$ cat src/inc/xmap_pkg.sv
// address map constants and carrier types for the code/xdata window mapper
// assumes one mcu clock domain; all widths fixed
package xmap_pkg;

  // internal ram and special function space
  localparam int iram_bytes = 256;
  localparam logic [7:0] iram_upper_base = 8'h80;
  localparam logic [7:0] bit_area_base = 8'h20;
  localparam logic [7:0] bit_area_last = 8'h2f;

  // bank register offsets in xdata space
  localparam logic [15:0] off_flash_secondary = 16'h7f28;
  localparam logic [15:0] off_flash_primary = 16'h7f29;
  localparam logic [15:0] off_isa_io = 16'h7f71;
  localparam logic [15:0] off_isa_mem = 16'h7f72;

  // bank register reset values
  localparam logic [7:0] rst_flash_secondary = 8'h00;
  localparam logic [7:0] rst_flash_primary = 8'h00;
  localparam logic [7:0] rst_isa_io = 8'h00;
  localparam logic [7:0] rst_isa_mem = 8'h00;

  // xdata window bounds
  localparam logic [15:0] isa_io_lo = 16'h4000;
  localparam logic [15:0] isa_io_hi = 16'h40ff;
  localparam logic [15:0] isa_mem_lo = 16'h5000;
  localparam logic [15:0] isa_mem_hi = 16'h5fff;
  localparam logic [15:0] periph_lo = 16'h4000;
  localparam logic [15:0] periph_hi = 16'h7fff;

  // 16 KB quadrant selects, core address bits 15:14
  localparam logic [1:0] quad_fixed = 2'b00;
  localparam logic [1:0] quad_low = 2'b01;
  localparam logic [1:0] quad_sec = 2'b10;
  localparam logic [1:0] quad_alias = 2'b11;

  // decoded target of an access
  typedef enum {
    tgt_none,
    tgt_iram,
    tgt_special_function_space,
    tgt_onchip,
    tgt_periph,
    tgt_isa_io,
    tgt_isa_mem,
    tgt_flash
  } target_t;

  // access kinds issued by the core
  typedef enum logic [1:0] {
    acc_direct = 2'b00,
    acc_indirect = 2'b01,
    acc_xdata = 2'b10,
    acc_code = 2'b11
  } access_t;

  // request from the core
  typedef struct packed {
    logic valid;
    logic write;
    access_t kind;
    logic [15:0] addr;
    logic [7:0] wdata;
  } core_req_t;

  // decoded and translated request
  typedef struct packed {
    logic valid;
    logic write;
    logic [7:0] iram_addr;
    logic bit_area;
    logic [15:0] isa_io_addr;
    logic [19:0] isa_mem_addr;
    logic [19:0] flash_addr;
    logic [15:0] local_addr;
    logic [7:0] wdata;
  } xlat_t;

endpackage

$ cat src/design/xmap_window_mapper.sv
// address decoder and bank pager between the mcu core and its buses
// assumes the core presents one request per cycle on the same clock
`timescale 1ns/100ps

module xmap_window_mapper (
  // clock and reset
  input wire logic mclk,
  input wire logic reset,
  // core side
  input wire xmap_pkg::core_req_t core_req,
  output logic [7:0] bank_rdata_q,
  output logic bank_hit_q,
  // translated request
  output xmap_pkg::xlat_t xlat_q,
  output xmap_pkg::target_t target_q,
  // bank state, visible for debug
  output logic [7:0] flash_window_primary_bank_q,
  output logic [7:0] flash_window_secondary_bank_q,
  output logic [7:0] isa_io_window_bank_q,
  output logic [7:0] isa_memory_window_bank_q
);
  import xmap_pkg::*;

  // ---------------------------------------------
  // decode
  // ---------------------------------------------
  logic [15:0] a;
  logic [1:0] quad;
  logic xdata_acc;
  logic code_acc;
  logic bank_sel;
  logic [7:0] bank_rd_d;
  target_t target_d;
  logic [5:0] flash_bank;
  logic [19:0] flash_d;

  assign a = core_req.addr;
  assign quad = a[15:14];
  assign xdata_acc = core_req.valid && (core_req.kind == acc_xdata);
  assign code_acc = core_req.valid && (core_req.kind == acc_code);

  always_comb begin
    bank_sel = 1'b1;
    bank_rd_d = 8'h00;
    case (a)
      off_flash_secondary: bank_rd_d = flash_window_secondary_bank_q;
      off_flash_primary: bank_rd_d = flash_window_primary_bank_q;
      off_isa_io: bank_rd_d = isa_io_window_bank_q;
      off_isa_mem: bank_rd_d = isa_memory_window_bank_q;
      default: bank_sel = 1'b0;
    endcase
  end

  // bank choice per quadrant; both spaces share the upper half
  always_comb begin
    case (quad)
      quad_fixed: flash_bank = 6'h00;
      quad_low: flash_bank = flash_window_primary_bank_q[5:0];
      quad_sec: flash_bank = flash_window_secondary_bank_q[5:0];
      quad_alias: flash_bank = flash_window_primary_bank_q[5:0];
      default: flash_bank = 6'h00;
    endcase
  end
  assign flash_d = {flash_bank, a[13:0]};

  always_comb begin
    target_d = tgt_none;
    if (core_req.valid) begin
      case (core_req.kind)
        acc_direct: begin
          if (a[7:0] >= iram_upper_base) begin
            target_d = tgt_special_function_space;
          end else begin
            target_d = tgt_iram;
          end
        end
        acc_indirect: target_d = tgt_iram;
        acc_code: target_d = tgt_flash;
        acc_xdata: begin
          if (quad[1]) begin
            target_d = tgt_flash;
          end else if (a >= isa_io_lo && a <= isa_io_hi) begin
            target_d = tgt_isa_io;
          end else if (a >= isa_mem_lo && a <= isa_mem_hi) begin
            target_d = tgt_isa_mem;
          end else if (a >= periph_lo && a <= periph_hi) begin
            target_d = tgt_periph;
          end else begin
            target_d = tgt_onchip;
          end
        end
        default: target_d = tgt_none;
      endcase
    end
  end

  // ---------------------------------------------
  // bank registers
  // ---------------------------------------------
  // a write relocates the window from the next access on
  always_ff @(posedge mclk) begin
    if (reset) begin
      flash_window_secondary_bank_q <= rst_flash_secondary;
      flash_window_primary_bank_q <= rst_flash_primary;
      isa_io_window_bank_q <= rst_isa_io;
      isa_memory_window_bank_q <= rst_isa_mem;
    end else if (xdata_acc && core_req.write) begin
      case (a)
        off_flash_secondary: flash_window_secondary_bank_q <= core_req.wdata;
        off_flash_primary: flash_window_primary_bank_q <= core_req.wdata;
        off_isa_io: isa_io_window_bank_q <= core_req.wdata;
        off_isa_mem: isa_memory_window_bank_q <= core_req.wdata;
        default: ;
      endcase
    end
  end

  always_ff @(posedge mclk) begin
    if (reset) begin
      bank_hit_q <= 1'b0;
      bank_rdata_q <= 8'h00;
    end else begin
      bank_hit_q <= xdata_acc && bank_sel;
      bank_rdata_q <= (xdata_acc && bank_sel && !core_req.write) ? bank_rd_d : 8'h00;
    end
  end

  // ---------------------------------------------
  // translation outputs
  // ---------------------------------------------
  always_ff @(posedge mclk) begin
    if (reset) begin
      xlat_q <= '0;
      target_q <= tgt_none;
    end else begin
      target_q <= target_d;
      xlat_q.valid <= core_req.valid;
      // code space is read-only
      xlat_q.write <= core_req.write && !code_acc;
      xlat_q.iram_addr <= a[7:0];
      xlat_q.bit_area <= (a[7:0] >= bit_area_base) && (a[7:0] <= bit_area_last);
      xlat_q.isa_io_addr <= {isa_io_window_bank_q, a[7:0]};
      // isa memory: 8-bit bank above a 12-bit offset spans 1 MB
      xlat_q.isa_mem_addr <= {isa_memory_window_bank_q, a[11:0]};
      xlat_q.flash_addr <= flash_d;
      xlat_q.local_addr <= a;
      xlat_q.wdata <= core_req.wdata;
    end
  end

endmodule

$ cat config.mk
export PLATFORM = sky130hd
export DESIGN_NAME = xmap_window_mapper
export DESIGN_NICKNAME = d
export VERILOG_FILES = /design/src/inc/xmap_pkg.sv /design/src/design/xmap_window_mapper.sv
export SDC_FILE = /design/constraint.sdc
export NUM_CORES = 1
export LEC_CHECK = 0
export BUFFER_PORTS_ARGS = -buffer_cell sky130_fd_sc_hd__clkbuf_2
export CORE_MARGIN = 3
export CORE_UTILIZATION = 41
export DETAILED_ROUTE_END_ITERATION = 10
export PLACE_DENSITY = 0.86
export SLEW_MARGIN = 10
export SYNTH_ARGS = -nofsm -noshare
export SYNTH_HDL_FRONTEND = slang
export SYNTH_SLANG_ARGS = --single-unit
export TNS_END_PERCENT = 10
$ cat constraint.sdc
create_clock -name mclk -period 1.6 [get_ports mclk]
set_input_delay 0.32 -clock mclk [delete_from_list [all_inputs] [get_ports mclk]]
set_output_delay 0.32 -clock mclk [all_outputs]
set_load 0.02 [all_outputs]
After elaboration in Yosys (flattened, before gate mapping):

Index checks and enable logic that the tools add are counted.

* bits in registers: 164
* bits of input ports: 30
* output and inout bits: 164
* logic and storage cells: 67

* order comparisons: 8
* eq/ne operators: 10
* mux-type cells: 9
* bitwise logic cells: 2
* reductions and logical operators: 22

Operators by type and width (count)
* case mux 32 bit (4 select lines): 1
* == test 16 x 15 -> 1 bit, second input constant: 4
* <= comparator 16 x 15 -> 1 bit, second input constant: 3
* greater-or-equal comparator 16 x 15 -> 1 bit, second input constant: 2
* case mux 8 bit (4 select lines): 1
* case mux 6 bit (3 select lines): 1
* 2-to-1 mux 3 bit: 4
* logical AND 1 bit: 10
* == test 2 bit, second input constant: 4
* greater-or-equal comparator 8 x 6 -> 1 bit, second input constant: 1
* greater-or-equal comparator 8 bit, second input constant: 1
* <= comparator 8 x 6 -> 1 bit, second input constant: 1
* AND reduction 2 bit: 4
* OR reduction 2 bit: 3
* == test 2 x 1 -> 1 bit, second input constant: 2
* zero test 2 bit: 2
* OR reduction 4 bit: 1
* zero test 1 bit: 2
* 2-to-1 mux 2 bit: 1
* NOT 1 bit: 2
* 2-to-1 mux 1 bit: 1

Logic depth before layout (Yosys ltp):

Gate-level depths: netlist of the first run.

* word-level depth: 7
* depth in mapped cells: 6

Least setup slack after synthesis of the first run:

No wires, ideal clock.

* path kind: in2reg
* from: input port core_req[22] (netlist bit)
* to: register flash_window_secondary_bank_q[3]
* setup time: 0.120 ns
* arrival time: 1.489 ns
* data required time: 1.480 ns
* path slack: -0.009 ns
* cell stages on the path: 6
* path buffers: 2
* path through: buf_4 nor3b_2 nand4_4 or4_4 buf_6 mux2i_1

* word-level cells in the longest chain between the ends: 2

RTL lines
* start, declared: RTL line xmap_window_mapper.sv:10 `input wire xmap_pkg::core_req_t core_req,`
* == test 16 x 15 -> 1 bit: RTL line xmap_window_mapper.sv:108 `case (a)`
* AND reduction 2 bit (no source line)
* end signal, assigned: RTL line xmap_window_mapper.sv:103 `flash_window_secondary_bank_q <= rst_flash_secondary;`
* end signal, assigned: RTL line xmap_window_mapper.sv:109 `off_flash_secondary: flash_window_secondary_bank_q <= core_req.wdata;`
* end, declared: RTL line xmap_window_mapper.sv:18 `output logic [7:0] flash_window_secondary_bank_q,`

No other way between the ends.
A chain may end at the register's enable or synchronous reset.

Final worst setup path of the first run:

* from: input port core_req[8] (netlist bit)
* to: register isa_io_window_bank_q[4]

* word-level cells in the longest chain between the ends: 2

RTL lines
* == test 16 x 15 -> 1 bit: RTL line xmap_window_mapper.sv:108
* AND reduction 2 bit (no source line)
* end signal, assigned: RTL line xmap_window_mapper.sv:105 `isa_io_window_bank_q <= rst_isa_io;`
* end signal, assigned: RTL line xmap_window_mapper.sv:111 `off_isa_io: isa_io_window_bank_q <= core_req.wdata;`
* end, declared: RTL line xmap_window_mapper.sv:19 `output logic [7:0] isa_io_window_bank_q,`

No other way between the ends.

==> results of run 1 <==
-- cell families after synthesis --
| kind of cell | after synthesis |
|---|---|
| compound gates | 56 |
| flops | 93 |
| mux | 24 |
| buf+inv | 98 |
| other cells | 1 |
| simple gates | 121 |
-- routing by layer --
metal	up-vias	part of all wire (%)	global-route usage, %
li1	1514	-	-
met3	21	9.0	4.913
met2	178	50	34.58
met1	1445	38	22.14
met4	0	2.4	9.307
met5	-	0	0
-- final timing paths --
check | to | startpoint | slack, ns
max | isa_io_window_bank_q[4]$_SDFFE_PP0P_ | core_req[8] | 0.18
min | xlat_q[37]$_SDFF_PP0_ | core_req[21] | 0.20
max reg2reg | bank_rdata_q[1]$_SDFF_PP0_ | flash_window_primary_bank_q[1]$_SDFFE_PP0P_ | 0.56
min reg2reg | xlat_q[59]$_SDFF_PP0_ | isa_memory_window_bank_q[3]$_SDFFE_PP0P_ | 0.50
-- stage by stage --
step	cells	setup TNS, ns	setup WS, ns	utilization, %
2_1_floorplan	421	0	0.005057	-
3_3_place_gp	656	-3.728	-0.1684	51.92
3_5_place_dp	656	-4.560	-0.1888	51.92
4_1_cts	672	0	0.1868	54.00
5_1_grt	672	0	0.08942	54.00
6_report	672	0	0.1774	54.00
-- power by group --
group,switching (mW),internal (mW)
Combinational,0.346,0.165
Clock,0.903,0.604
Sequential,0.0232,2.35
-- layout by cell type, fill, tap and decap left out, drive strengths merged, types with 2 or more instances in the layout --
cell type / netlist / layout
nor2: 16 / 16
and4b: 2 / 2
or4: 2 / 2
nand2b: 11 / 11
and3: 20 / 20
dfxtp: 93 / 93
nor2b: 36 / 36
clkbuf: 10 / 173
nand3: 3 / 3
nand2: 6 / 6
o21ai: 26 / 26
mux2i: 16 / 16
mux2: 8 / 8
conb: 1 / 29
a22oi: 8 / 8
or2b: 15 / 15
a21oi: 14 / 14
nor3b: 2 / 2
buf: 77 / 32
nor4: 2 / 2
clkinv: 0 / 2
inv: 11 / 16
-- sequential cells by signal, indices dropped and copies added, names as in the netlist --
register,count
flash_window_primary_bank_q,8
bank_rdata_q,8
isa_memory_window_bank_q,8
isa_io_window_bank_q,8
xlat_q,49
target_q,3
bank_hit_q,1
flash_window_secondary_bank_q,8
-- final cells by class --
cell class	instances	area share (%)
Multi-Input combinational cell	230	30.98
Tap cell	126	3.252
Inverter	11	0.8518
Timing Repair Buffer	196	22.66
Clock buffer	9	2.556
Clock inverter	7	1.291
Sequential cell	93	38.41
-- worst register-to-register path, cell delays in order (launching register included) --
cell and delay, ns:
dfxtp_1 0.36, and3_1 0.15, o21ai_0 0.19, a21oi_1 0.11, buf_4 0.16
==> flow_summary.toml, run 1 <==
[pwr]
static-leakage-power_nw = 2.536
worst_ir_drop_vdd_mv = 0.4106
power_per_cell_area_nw_per_um2 = 906.5
report.power.total_mw = 4.394

[grt]
number_of_global_route_vias_before_repair = 3260
grt-ovfl-total = 0
antenna_violations_before_repair = 0
grt_pass1_wl_mm = 17.00
groute.usage.overall_pct = 19.60
maximum_number_of_pins_on_one_net_before_global_route_repair = 65

[setup_path]
timing.critical_path.buf_inv = 1
cpLargestDelayFamily = "simple AND/OR/NAND/NOR gates"
critical_path_required_ns = 1.84
timing.critical_path.to_type = "register"
worst-path-stages = 5
criticalPathCategory = "in -> reg"
cp_slowest_cell = "mux2_2"
worst_ep_arrival_time_ns = 1.66
slowest_delay_ns = 0.35
worstPathMaxFanout = 8
worstSetupStartpointType = "input pin"
crit_path_cell_trace = "clkbuf_2 -> nor4bb_1 -> and4_2 -> nand3_2 -> mux2_2"
ff2ff_path_depth = 4

[cts]
clkLatencyLatePin_ns = 0.37
cts_repair_resize_count = 0
cts_buffers = 9
cts_max_level = 3
cts_tree = "yes"
clock-root-buffer = "clkbuf_8"
post_cts.repair.setup_buffers = 0
maximum_count_of_clock_buffers_along_a_single_path = 2
hold_buffers = 0
cts_num_sinks = 93
cts.clk_slew.worst_paths_ns = 0.11

[finish]
nets = 571
post-route-cell-area_sq_um = 4847
footprint_of_the_multi_input_gates_sq_um = 1501
antennaDiodeCount = 0
layout.area.seq_sq_um = 1862
syn2layout_area_growth_pct = 24.09
drive_gt1_share_pct = 45.05
num-fill-cells = 818

[routing]
post-route-drc-count = 0
initialDrtViolationCount = 153
totalWireLength_mm = 10.50
count_of_tritonroute_iterations_in_the_first_routing_pass = 4
detail-route-antenna-nets = 0
avgRoutedWirePerCell_um = 15.63
vias = 3158
post_drt_via_cell_ratio = 4.699

[hold_path]
min_delay_path_depth = 2
hold_class = "in -> reg"

[synth]
synth.top_cell.area_share_pct = 47.66
synth.cell_area_sq_um = 3906
synth_area_leaders = "dfxtp_1, buf_4, nor2b_1"
asyncSetResetFlopFracSynth_pct = 0
synth-simple-area-share_pct = 20.56
synth-seq-cells = 93
ys_seq_area_share_pct = 47.66
number_of_synthesized_flops_with_an_enable_pin = 0
post_synth_xor_area_fraction_pct = 0
synth_most_common_cell = "dfxtp_1"
syn_warnings = 0
synth_compound_gate_area_share_pct = 8.520
synth-adder-area-share_pct = 0
yosys.cell_types.count = 45
synth-main-ff-cell = "dfxtp_1"
syn_area_per_cell_sq_um = 9.940
synth_top_cell_by_area = "dfxtp_1"
synth_top_cells_by_count = "dfxtp_1, buf_4, nor2b_1"
muxShareOfSynthArea_pct = 6.406
synth_instances = 393
main_combinational_cell_family_by_area_after_synthesis = "simple AND/OR/NAND/NOR gates"

[sta]
finalHoldWorstSlack_ns = 0.1986
max_freq_ghz = 0.7029
fin_crit_sh_pct = 88.91
final_hold_viol_count = 0
worst_slew_pin_slew_ns = 0.4985
slew_headroom_pct = 66.73
unrepaired_setup_endpoints_after_global_routing = "false"
timing.clock.skew_ns = 0.01973
setup-violations-final = 0
final-max-slew-violation-count = 0
timing.final.crit_period_ns = 1.423

[floorplanning]
core_region_area_sq_um = 8976
die_x_um = 103.6
starting_density_pct = 43.52
die_height_um = 103.6
floorplan.io_pins = 194
std_cell_rows = 34
floorplan.die_area_sq_um = 10740

[run]
max-cap-violations = 0

[placement]
place.port_buffers = 164
place_congestion = 0.9120
place.detailed.hpwl_mm = 8.140
post_dp_cell_area_sq_um = 4661

[outcome]
run_status = "completed"
No activity file was read; power rests on OpenSTA's default activity.
==> inputs of run 2 (changes only) <==
Settings changed: CORE_UTILIZATION 41 to 49, PLACE_DENSITY 0.86 to 0.95.
Clock period 1.6 ns to 1.7 ns, I/O delays scaled along.
==> flow_summary.toml, run 2 (synthesis gave the netlist of run 1 again) <==
[routing]
detail-route-antenna-nets = 0
avgRoutedWirePerCell_um = 15.59
post_drt_via_cell_ratio = 4.850
post-route-drc-count = 0
count_of_tritonroute_iterations_in_the_first_routing_pass = 5
totalWireLength_mm = 9.899
initialDrtViolationCount = 122
vias = 3080

[cts]
post_cts.repair.setup_buffers = 0
cts_buffers = 9
cts_tree = "yes"
cts_repair_resize_count = 0
cts_max_level = 3
clock-root-buffer = "clkbuf_8"
cts_num_sinks = 93
cts.clk_slew.worst_paths_ns = 0.09
hold_buffers = 0
clkLatencyLatePin_ns = 0.35
maximum_count_of_clock_buffers_along_a_single_path = 2

[placement]
place.detailed.hpwl_mm = 7.903
place_congestion = 0.9025
place.port_buffers = 164
place_inst = 619
post_dp_cell_area_sq_um = 4521

[floorplanning]
core_region_area_sq_um = 7486
floorplan.die_area_sq_um = 9079
starting_density_pct = 52.18
die_height_um = 95.29
std_cell_rows = 31
die_x_um = 95.29
floorplan.io_pins = 194

[sta]
final_hold_viol_count = 0
fin_crit_sh_pct = 81.94
unrepaired_setup_endpoints_after_global_routing = "false"
timing.clock.skew_ns = 0.008858
max_freq_ghz = 0.7179
final-max-slew-violation-count = 0
setup-violations-final = 0
timing.final.crit_period_ns = 1.393

[setup_path]
timing.critical_path.to_type = "register"
worst_ep_arrival_time_ns = 1.63
timing.critical_path.buf_inv = 1
criticalPathCategory = "in -> reg"
cpLargestDelayFamily = "simple AND/OR/NAND/NOR gates"
cp_slowest_cell = "mux2_2"
worstSetupStartpointType = "input pin"
worstPathMaxFanout = 8
crit_path_cell_trace = "clkbuf_2 -> and4b_1 -> and4_2 -> nand3_2 -> mux2_2"
slowest_delay_ns = 0.35
critical_path_required_ns = 1.94

[finish]
num-fill-cells = 632
nets = 561
final_cell_count_no_fill = 635
largest_register_ffs = 49
syn2layout_area_growth_pct = 21.59
post-route-cell-area_sq_um = 4750
max_flop_register = "xlat_q"
mostFrequentLayoutCells = "clkbuf_2, dfxtp_1, nor2b_1"
final_common_cell = "clkbuf_2"
antennaDiodeCount = 0
layout.area.seq_sq_um = 1862
drive_gt1_share_pct = 44.03
footprint_of_the_multi_input_gates_sq_um = 1495

[grt]
grt_pass1_wl_mm = 14.75
number_of_global_route_vias_before_repair = 2961
maximum_number_of_pins_on_one_net_before_global_route_repair = 65
grtUsageMet2_pct = 39.13
globalRoute.busiestLayer = "met2"
use_met1_pct = 23.28
grt-ovfl-total = 0
grt_util_met3_pct = 5.919
groute.usage.overall_pct = 21.30
antenna_violations_before_repair = 0

[hold_path]
hold_class = "in -> reg"

[outcome]
run_status = "completed"

[run]
max-cap-violations = 0

[pwr]
power_per_cell_area_nw_per_um2 = 918.9
static-leakage-power_nw = 2.491
worst_ir_drop_vdd_mv = 0.4269
==> run 2: worst register-to-register path: cells and delay by family, from the launching register on <==
family | cells | cell delay [ns]
AND/OR/NAND/NOR | 1 | 0.15
flip-flops | 1 | 0.35
AO/OA/AOI/OAI | 2 | 0.34
==> run 2: area by class of cell <==
class                   instances  share of cell area [%]
clock buffers                  10                   2.898
clock inverters                 6                   1.923
inverters                      11                  0.8693
multi-input cells             230                   31.48
flip-flops and latches         93                   39.20
well taps                      99                   2.608
repair buffers                186                   21.02
==> run 2: final timing paths <==
check,cells past startpoint,to,startpoint,slack (ns)
max,5,isa_io_window_bank_q[6]$_SDFFE_PP0P_,core_req[24],0.31
min,2,xlat_q[83]$_SDFF_PP0_,core_req[10],0.22
max reg2reg,3,bank_rdata_q[3]$_SDFF_PP0_,isa_io_window_bank_q[3]$_SDFFE_PP0P_,0.76
min reg2reg,1,xlat_q[61]$_SDFF_PP0_,isa_memory_window_bank_q[5]$_SDFFE_PP0P_,0.51
==> run 2: report_power, final <==
part / internal [mW] / switching (mW)
Clock: 0.882 / 0.777
Sequential: 2.21 / 0.0212
Combinational: 0.148 / 0.322
Total: 3.24 / 1.12
==> run 2: per-layer routing <==
| metal | routed length, um | vias to the layer above |
|---|---|---|
| met1 | 3602 | 1428 |
| met4 | 154 | 0 |
| li1 | - | 1493 |
| met2 | 5270 | 149 |
| met3 | 871 | 10 |
| met5 | 0 | - |
==> run 2: metrics by stage <==
stage          total power [mW]  worst slack (ns)  hold WS, ns  utilization, %  setup TNS (ns)
6_report                  4.364            0.3071       0.2162           63.45               0
5_1_grt                   4.534            0.1979       0.2157           63.45               0
4_1_cts                   4.395            0.3050       0.2116           63.45               0
3_5_place_dp              2.755          -0.07294       0.4967           60.39         -0.6017
3_3_place_gp              2.743          -0.01686       0.4772           60.39         -0.1360
2_1_floorplan             2.681           0.07090       0.4181               -               0
